`src/hw/acwd_pkg.sv`:
```
// acwd_pkg: register map, field positions and reset values of the calibration/window block
package acwd_pkg;

  // ----------------------------------------------------------------
  // register addresses on the special-function-register port
  // ----------------------------------------------------------------
  localparam logic [7:0] ADDR_CALIB_POINTER    = 8'hBA;
  localparam logic [7:0] ADDR_CALIB_COEF_DATA  = 8'hBB;
  localparam logic [7:0] ADDR_CAL_CONFIG0      = 8'hBC;
  localparam logic [7:0] ADDR_CAL_CONFIG1      = 8'hBD;
  localparam logic [7:0] ADDR_INPUT_MUX_SELECT = 8'hBE;
  localparam logic [7:0] ADDR_WINDOW_GT_LOW    = 8'hC4;
  localparam logic [7:0] ADDR_WINDOW_GT_HIGH   = 8'hC5;
  localparam logic [7:0] ADDR_WINDOW_LT_LOW    = 8'hC6;
  localparam logic [7:0] ADDR_WINDOW_LT_HIGH   = 8'hC7;
  localparam logic [7:0] ADDR_CONV0_CONTROL    = 8'hE8;

  // ----------------------------------------------------------------
  // field positions
  // ----------------------------------------------------------------
  localparam int PTR_AUTO_ADVANCE_BIT = 7;
  localparam int PTR_CONV_SELECT_BIT  = 6;
  localparam int PTR_LOCATION_W       = 6;
  localparam int CAL_OFFSET_BIT       = 0;
  localparam int CAL_GAIN_BIT         = 1;
  localparam int CAL_LINEARITY_BIT    = 2;
  localparam int CAL_START_W          = 3;
  localparam int MUX_DIFF_BIT         = 6;
  localparam int CTRL_WINDOW_FLAG_BIT = 1;

  // ----------------------------------------------------------------
  // coefficient store layout
  // ----------------------------------------------------------------
  localparam int OFFSET_COEF_W = 14;
  localparam int GAIN_COEF_W   = 13;
  localparam logic [5:0] LOC_OFFSET_LOW  = 6'h13;
  localparam logic [5:0] LOC_OFFSET_HIGH = 6'h14;
  localparam logic [5:0] LOC_GAIN_LOW    = 6'h15;
  localparam logic [5:0] LOC_GAIN_HIGH   = 6'h16;

  // ----------------------------------------------------------------
  // reset values
  // ----------------------------------------------------------------
  localparam logic [7:0]  RST_CALIB_POINTER = 8'hD7;
  localparam logic [7:0]  RST_BYTE_REG      = 8'h00;
  localparam logic [13:0] RST_OFFSET_COEF   = 14'h2000;
  localparam logic [12:0] RST_GAIN_COEF     = 13'h1000;
  localparam logic [2:0]  RST_CAL_START     = 3'h0;
  localparam logic        RST_WINDOW_FLAG   = 1'b0;

endpackage : acwd_pkg

```
`src/hw/acwd_top.sv`:
```
// acwd_top: coefficient store access and converter-0 window comparator
`timescale 1ns/1ps
// How it works
// - offset coefficient 14 bits, 0x2000 neutral
// - gain coefficient 13 bits, 0x1000 neutral
// - auto-advance bumps pointer after data access
// - pointer bit 6 picks converter store
// - pointer bits 5-0 address the location
// - data register reads/writes pointed byte
// - compare every converter-0 result, set flag
// - flag usable as interrupt or polled
// - limits built from high and low bytes
// - single-ended or differential result compared
// - lt above gt: flag inside window
// - lt below gt: flag outside window
// - differential compares signed two's complement
// - evaluate at end of conversion only
// - hardware clears calibration start when done
module acwd_top #(
  parameter int DATA_W = 16
) (
  // clock and reset
  input  wire logic              clk,
  input  wire logic              rst_n,
  // register port
  input  wire logic [7:0]        sfr_addr,
  input  wire logic              sfr_wr,
  input  wire logic              sfr_rd,
  input  wire logic [7:0]        sfr_wdata,
  output logic      [7:0]        sfr_rdata,
  // converter-0 result
  input  wire logic              conv0_eoc,
  input  wire logic [DATA_W-1:0] conv0_data,
  // calibration engines
  input  wire logic              cal_done0,
  input  wire logic              cal_done1,
  output logic      [2:0]        cal_start0,
  output logic      [2:0]        cal_start1,
  // coefficients toward the analog path
  output logic      [13:0]       offset_coef0,
  output logic      [12:0]       gain_coef0,
  output logic      [13:0]       offset_coef1,
  output logic      [12:0]       gain_coef1,
  // mode and window status
  output logic                   diff_mode,
  output logic                   window_compare_flag
);

  // ----------------------------------------------------------------
  // helpers
  // ----------------------------------------------------------------
  // a > b, signed or unsigned depending on mode
  function automatic logic above(input logic [DATA_W-1:0] a,
                                 input logic [DATA_W-1:0] b,
                                 input logic              sgn);
    logic r;
    r = 1'b0;
    if (sgn) begin
      r = $signed(a) > $signed(b);
    end else begin
      r = a > b;
    end
    return r;
  endfunction : above

  function automatic logic wr_hit(input logic [7:0] a);
    return sfr_wr && (sfr_addr == a);
  endfunction : wr_hit

  // ----------------------------------------------------------------
  // state
  // ----------------------------------------------------------------
  logic [7:0] calib_pointer_reg;
  logic [7:0] calib_pointer_next;
  logic [7:0] coef_mem_reg  [0:127];
  logic [7:0] coef_mem_next [0:127];
  logic [7:0] gt_low_reg;
  logic [7:0] gt_low_next;
  logic [7:0] gt_high_reg;
  logic [7:0] gt_high_next;
  logic [7:0] lt_low_reg;
  logic [7:0] lt_low_next;
  logic [7:0] lt_high_reg;
  logic [7:0] lt_high_next;
  logic [7:0] input_mux_select_reg;
  logic [7:0] input_mux_select_next;
  logic [2:0] cal_start0_reg;
  logic [2:0] cal_start0_next;
  logic [2:0] cal_start1_reg;
  logic [2:0] cal_start1_next;
  logic       window_flag_reg;
  logic       window_flag_next;
  logic [7:0] rdata_reg;
  logic [7:0] rdata_next;

  // ----------------------------------------------------------------
  // derived decode
  // ----------------------------------------------------------------
  logic              coef_access;
  logic [6:0]        coef_index;
  logic [DATA_W-1:0] gt_limit;
  logic [DATA_W-1:0] lt_limit;
  logic              is_diff;
  logic              hit;

  // store selected by pointer bit 6
  assign coef_index = {calib_pointer_reg[acwd_pkg::PTR_CONV_SELECT_BIT],
                       calib_pointer_reg[acwd_pkg::PTR_LOCATION_W-1:0]};
  assign coef_access = (sfr_wr || sfr_rd) && (sfr_addr == acwd_pkg::ADDR_CALIB_COEF_DATA);
  assign gt_limit = DATA_W'({gt_high_reg, gt_low_reg});
  assign lt_limit = DATA_W'({lt_high_reg, lt_low_reg});
  assign is_diff  = input_mux_select_reg[acwd_pkg::MUX_DIFF_BIT];

  // ----------------------------------------------------------------
  // window decision
  // ----------------------------------------------------------------
  // limits equal falls to the outside test, which can never be met by both
  always_comb begin
    hit = 1'b0;
    if (above(lt_limit, gt_limit, is_diff)) begin
      hit = above(lt_limit, conv0_data, is_diff) && above(conv0_data, gt_limit, is_diff);
    end else begin
      hit = above(conv0_data, gt_limit, is_diff) || above(lt_limit, conv0_data, is_diff);
    end
  end

  // ----------------------------------------------------------------
  // pointer and coefficient store
  // ----------------------------------------------------------------
  always_comb begin
    calib_pointer_next = calib_pointer_reg;
    coef_mem_next      = coef_mem_reg;
    if (wr_hit(acwd_pkg::ADDR_CALIB_POINTER)) begin
      calib_pointer_next = sfr_wdata;
    end else if (coef_access) begin
      if (sfr_wr) begin
        coef_mem_next[coef_index] = sfr_wdata;
      end
      if (calib_pointer_reg[acwd_pkg::PTR_AUTO_ADVANCE_BIT]) begin
        calib_pointer_next[acwd_pkg::PTR_LOCATION_W-1:0] =
          calib_pointer_reg[acwd_pkg::PTR_LOCATION_W-1:0] + 6'h01;
      end
    end
  end

  // ----------------------------------------------------------------
  // limit, mode and calibration control registers
  // ----------------------------------------------------------------
  always_comb begin
    gt_low_next           = gt_low_reg;
    gt_high_next          = gt_high_reg;
    lt_low_next           = lt_low_reg;
    lt_high_next          = lt_high_reg;
    input_mux_select_next = input_mux_select_reg;
    // engine finishing clears its start bits
    cal_start0_next       = cal_done0 ? 3'h0 : cal_start0_reg;
    cal_start1_next       = cal_done1 ? 3'h0 : cal_start1_reg;
    if (wr_hit(acwd_pkg::ADDR_WINDOW_GT_LOW)) begin
      gt_low_next = sfr_wdata;
    end else if (wr_hit(acwd_pkg::ADDR_WINDOW_GT_HIGH)) begin
      gt_high_next = sfr_wdata;
    end else if (wr_hit(acwd_pkg::ADDR_WINDOW_LT_LOW)) begin
      lt_low_next = sfr_wdata;
    end else if (wr_hit(acwd_pkg::ADDR_WINDOW_LT_HIGH)) begin
      lt_high_next = sfr_wdata;
    end else if (wr_hit(acwd_pkg::ADDR_INPUT_MUX_SELECT)) begin
      input_mux_select_next = sfr_wdata;
    end else if (wr_hit(acwd_pkg::ADDR_CAL_CONFIG0)) begin
      cal_start0_next = sfr_wdata[acwd_pkg::CAL_START_W-1:0];
    end else if (wr_hit(acwd_pkg::ADDR_CAL_CONFIG1)) begin
      cal_start1_next = sfr_wdata[acwd_pkg::CAL_START_W-1:0];
    end
  end

  // ----------------------------------------------------------------
  // window flag
  // ----------------------------------------------------------------
  always_comb begin
    window_flag_next = window_flag_reg;
    if (wr_hit(acwd_pkg::ADDR_CONV0_CONTROL) &&
        !sfr_wdata[acwd_pkg::CTRL_WINDOW_FLAG_BIT]) begin
      window_flag_next = 1'b0;
    end
    // judged only at end of conversion
    // hardware sets, set wins over clear
    if (conv0_eoc && hit) begin
      window_flag_next = 1'b1;
    end
  end

  // ----------------------------------------------------------------
  // read mux
  // ----------------------------------------------------------------
  // data appears one cycle after the read strobe; unmapped reads give zero
  always_comb begin
    rdata_next = rdata_reg;
    if (sfr_rd) begin
      if (sfr_addr == acwd_pkg::ADDR_CALIB_POINTER) begin
        rdata_next = calib_pointer_reg;
      end else if (sfr_addr == acwd_pkg::ADDR_CALIB_COEF_DATA) begin
        rdata_next = coef_mem_reg[coef_index];
      end else if (sfr_addr == acwd_pkg::ADDR_CAL_CONFIG0) begin
        rdata_next = {5'h00, cal_start0_reg};
      end else if (sfr_addr == acwd_pkg::ADDR_CAL_CONFIG1) begin
        rdata_next = {5'h00, cal_start1_reg};
      end else if (sfr_addr == acwd_pkg::ADDR_INPUT_MUX_SELECT) begin
        rdata_next = input_mux_select_reg;
      end else if (sfr_addr == acwd_pkg::ADDR_WINDOW_GT_LOW) begin
        rdata_next = gt_low_reg;
      end else if (sfr_addr == acwd_pkg::ADDR_WINDOW_GT_HIGH) begin
        rdata_next = gt_high_reg;
      end else if (sfr_addr == acwd_pkg::ADDR_WINDOW_LT_LOW) begin
        rdata_next = lt_low_reg;
      end else if (sfr_addr == acwd_pkg::ADDR_WINDOW_LT_HIGH) begin
        rdata_next = lt_high_reg;
      end else if (sfr_addr == acwd_pkg::ADDR_CONV0_CONTROL) begin
        rdata_next = {6'h00, window_flag_reg, 1'b0};
      end else begin
        rdata_next = 8'h00;
      end
    end
  end

  // ----------------------------------------------------------------
  // registers
  // ----------------------------------------------------------------
  always_ff @(posedge clk) begin
    if (!rst_n) begin
      calib_pointer_reg    <= acwd_pkg::RST_CALIB_POINTER;
      gt_low_reg           <= acwd_pkg::RST_BYTE_REG;
      gt_high_reg          <= acwd_pkg::RST_BYTE_REG;
      lt_low_reg           <= acwd_pkg::RST_BYTE_REG;
      lt_high_reg          <= acwd_pkg::RST_BYTE_REG;
      input_mux_select_reg <= acwd_pkg::RST_BYTE_REG;
      cal_start0_reg       <= acwd_pkg::RST_CAL_START;
      cal_start1_reg       <= acwd_pkg::RST_CAL_START;
      window_flag_reg      <= acwd_pkg::RST_WINDOW_FLAG;
      rdata_reg            <= acwd_pkg::RST_BYTE_REG;
      for (int i = 0; i < 128; i++) begin
        coef_mem_reg[i] <= acwd_pkg::RST_BYTE_REG;
      end
      for (int c = 0; c < 2; c++) begin
        coef_mem_reg[{c[0], acwd_pkg::LOC_OFFSET_LOW}]  <= acwd_pkg::RST_OFFSET_COEF[7:0];
        coef_mem_reg[{c[0], acwd_pkg::LOC_OFFSET_HIGH}] <=
          {2'h0, acwd_pkg::RST_OFFSET_COEF[13:8]};
        coef_mem_reg[{c[0], acwd_pkg::LOC_GAIN_LOW}]    <= acwd_pkg::RST_GAIN_COEF[7:0];
        coef_mem_reg[{c[0], acwd_pkg::LOC_GAIN_HIGH}]   <=
          {3'h0, acwd_pkg::RST_GAIN_COEF[12:8]};
      end
    end else begin
      calib_pointer_reg    <= calib_pointer_next;
      coef_mem_reg         <= coef_mem_next;
      gt_low_reg           <= gt_low_next;
      gt_high_reg          <= gt_high_next;
      lt_low_reg           <= lt_low_next;
      lt_high_reg          <= lt_high_next;
      input_mux_select_reg <= input_mux_select_next;
      cal_start0_reg       <= cal_start0_next;
      cal_start1_reg       <= cal_start1_next;
      window_flag_reg      <= window_flag_next;
      rdata_reg            <= rdata_next;
    end
  end

  // ----------------------------------------------------------------
  // outputs
  // ----------------------------------------------------------------
  // 14-bit offset assembled from two bytes
  assign offset_coef0 = {coef_mem_reg[{1'b0, acwd_pkg::LOC_OFFSET_HIGH}][5:0],
                         coef_mem_reg[{1'b0, acwd_pkg::LOC_OFFSET_LOW}]};
  assign offset_coef1 = {coef_mem_reg[{1'b1, acwd_pkg::LOC_OFFSET_HIGH}][5:0],
                         coef_mem_reg[{1'b1, acwd_pkg::LOC_OFFSET_LOW}]};
  // 13-bit gain assembled from two bytes
  assign gain_coef0   = {coef_mem_reg[{1'b0, acwd_pkg::LOC_GAIN_HIGH}][4:0],
                         coef_mem_reg[{1'b0, acwd_pkg::LOC_GAIN_LOW}]};
  assign gain_coef1   = {coef_mem_reg[{1'b1, acwd_pkg::LOC_GAIN_HIGH}][4:0],
                         coef_mem_reg[{1'b1, acwd_pkg::LOC_GAIN_LOW}]};
  // mode bit chooses the compare arithmetic
  assign diff_mode           = input_mux_select_reg[acwd_pkg::MUX_DIFF_BIT];
  assign window_compare_flag = window_flag_reg;
  assign cal_start0          = cal_start0_reg;
  assign cal_start1          = cal_start1_reg;
  assign sfr_rdata           = rdata_reg;

endmodule : acwd_top

```
`config.mk`:
```
export PLATFORM = sky130hd
export DESIGN_NAME = acwd_top
export DESIGN_NICKNAME = d
export VERILOG_FILES = /design/src/hw/acwd_pkg.sv /design/src/hw/acwd_top.sv
export SDC_FILE = /design/constraint.sdc
export NUM_CORES = 2
export LEC_CHECK = 0
export ABC_AREA = 1
export BUFFER_PORTS_ARGS = -buffer_cell sky130_fd_sc_hd__buf_2
export CAP_MARGIN = 20
export CORE_MARGIN = 2
export CORE_UTILIZATION = 60
export DETAILED_ROUTE_END_ITERATION = 10
export PLACE_DENSITY = 0.77
export SETUP_SLACK_MARGIN = 0.2
export SLEW_MARGIN = 20
export SYNTH_ARGS = -nofsm -noshare
export SYNTH_HDL_FRONTEND = slang
export SYNTH_SLANG_ARGS = --single-unit
export TNS_END_PERCENT = 50
```
`constraint.sdc`:
```
create_clock -name clk -period 3.25 [get_ports clk]
set_input_delay 0.1625 -clock clk [delete_from_list [all_inputs] [get_ports clk]]
set_output_delay 0.1625 -clock clk [all_outputs]
set_load 0.05 [all_outputs]
```
==> results_dict.tcl <==
set metrics [dict create \
    die_area_sq_mm 0.08846 \
    pin_count 109 \
    num_rows 107 \
    hpwl_um 99260 \
    yosys.area.top_type_share_pct 42.13 \
    diodes 0 \
    critPathMaxFanout 72 \
    synthesis.area_sq_mm 0.05166 \
    start_util_pct 60.57 \
    hold_viol 0 \
    grt.total_usage_pct 34.92 \
    drt_pre_antenna_iters 6 \
    drt_iter0_markers 5760 \
    synth_area_leader_cell "dfxtp_1" \
    synthCells 7828 \
    endpoint_kind "register" \
    die_x_um 297.4 \
    final_cell_mix "nand2_1 (2274), o21ai_0 (1419), a21oi_1 (1091)" \
    drive_above_1_share_pct 6.389 \
    vias 49620 \
    power.density_mw_per_mm2 486.4 \
    routed_wl_um 160000 \
    period_minus_slack_ns 2.927 \
    hold_class "in -> reg" \
    ys_ff_latch 1087 \
    arrival_ns 3.50 \
    relSlewSlack_pct 12.14 \
    clockBufferDepth 3 \
    cts_max_level 3 \
    areaGrowthSynthToFinish_pct 8.797 \
    cts_buffers 112 \
    antenna_found_initial 0 \
    drv_slew 0 \
    clk-insertion-delay-late_ns 0.71 \
    synth_edf_count 0 \
    grt_start_max_net_pins 297 \
    setup_violations 0 \
    overflow 0 \
    fp.dieH_um 297.4 \
    fin_setup_tns_ns 0 \
    io_buffer_count 108 \
    mostFrequentLayoutCell "nand2_1" \
    avgSynthCellArea_sq_um 6.599 \
    cts_root_buffer "clkbuf_16" \
    fin_crit_sh_pct 90.07 \
    synth_cell_types 40 \
    async_flop_share_pct 0 \
    drtAntennaViolNets 0 \
    drcViolationCount 0 \
    maxCapViolations 0 \
    fin_skew_ns 0.04436 \
    syn_nets 7916 \
    status "completed" \
    p_leak_nw 22.19 \
    vdd_drop_max_v 0.0004269 \
    worstMarginPinSlew_ns 1.318 \
    via_per_inst 5.631 \
    holdWs_ns 0.02610 \
    largest_reg_flops 970 \
    grt_pass1_vias 44850 \
    synth_ff_type "dfxtp_1" \
    core_sq_mm 0.08528 \
    nets 7668 \
    path_class "reg -> reg" \
    start_kind "register" \
    clkSinkCount 1087 \
    cts.clk_slew.worst_paths_ns 0.06 \
    postCtsSetupRepairBufs 0 \
    yosys-top-cells-area "dfxtp_1 (42%), nand2_1 (17%), o21ai_0 (14%)" \
    seq_area_frac_synth_pct 42.13 \
    place_congestion 0.9600 \
    max_freq_mhz 341.6 \
    required_ns 3.82 \
    grt_pass1_wl_um 250500 \
    rsz0062_at_grt "false" \
    cts_tree "built" \
    wl_per_cell_um 18.16 \
    ys.warnings.count 0 \
]
[layout make-up]
class | count | area (sq um)
timing repair buffer | 279 | 2197
sequential | 1087 | 21770
clock inverter | 33 | 387.9
multi-input combinational | 5182 | 23640
fill | 7641 | 29080
clock buffer | 170 | 3311
inverter | 918 | 3461
tap | 1144 | 1431
[final timing paths]
path | slack, ns | depth (start not counted) | startpoint | endpoint
min | 0.03 | 3 | sfr_wdata[1] | input_mux_select_reg[1]$_SDFFE_PN0P_
min reg2reg | 0.44 | 2 | coef_mem_reg[693]$_SDFFE_PN0P_ | coef_mem_reg[693]$_SDFFE_PN0P_
max | 0.32 | 7 | calib_pointer_reg[1]$_SDFFE_PN1P_ | offset_coef0[11]$_SDFFE_PN0P_
max reg2reg | 0.32 | 7 | calib_pointer_reg[1]$_SDFFE_PN1P_ | offset_coef0[11]$_SDFFE_PN0P_
[cell usage after synthesis (all sizes together) (3+ instances only)]
cell type	instances
clkbuf	454
nor2	191
nand3	46
inv	912
o22ai	10
ha	49
nand4	7
a31oi	4
nand2	2285
nor4	3
dfxtp	1087
o21ai	1422
o211ai	8
nand3b	4
a21oi	1091
a211oi	35
buf	187
clkinv	6
nor3	15
[metrics by stage]
| step | instance area [sq um] | setup slack (ns) | instances | power [mW] | util (%) |
|---|---|---|---|---|---|
| 2_1_floorplan | 51660 | 1.033 | 7828 | 14.22 | - |
| 3_3_place_gp | 52380 | 0.4813 | 8598 | 14.54 | 61.42 |
| 3_5_place_dp | 52380 | 0.4005 | 8598 | 14.55 | 61.42 |
| 4_1_cts | 56200 | 0.3528 | 8813 | 27.36 | 65.89 |
| 5_1_grt | 56200 | 0.2572 | 8813 | 27.98 | 65.90 |
| 6_report | 56200 | 0.3228 | 8813 | 27.33 | 65.90 |
[routing by layer]
layer	global-route usage, %	vias to the layer above	share of wire (%)
li1	-	24440	-
met2	54.18	2337	44
met3	5.616	463	9.7
met1	47.95	22390	42
met5	0	-	0
met4	15.56	0	4.8
[repair_timing]
| action | in CTS | in global routing |
|---|---|---|
| hold endpoints to repair | 114 | 0 |
| hold buffers | 12 | 0 |
| endpoints found under the setup margin | 0 | 21 |
| gates resized for setup | 0 | 1 |
[critical path, stage by stage (launching register included)]
cell and delay [ns]:
dfxtp_4 0.45, inv_8 0.46, nand3_1 0.49, nor2_2 0.24, buf_4 0.31, nand2_1 0.41
o21ai_0 0.33, a21oi_1 0.06
[cell families after synthesis]
family	synth area share, %
fa+ha+maj	1.187
compound gates	25.27
flops	42.13
buf+inv	12.12
simple gates	19.26
xor+xnor	0.03392
[report_power, final]
group | leakage [nW] | switching [mW] | internal, mW
Clock | 1.83 | 5.47 | 7.55
Sequential | 8.75 | 0.00457 | 13.3
Combinational | 11.6 | 0.769 | 0.218
Total | 22.2 | 6.24 | 21.1
No activity file was read; power rests on OpenSTA's default activity.
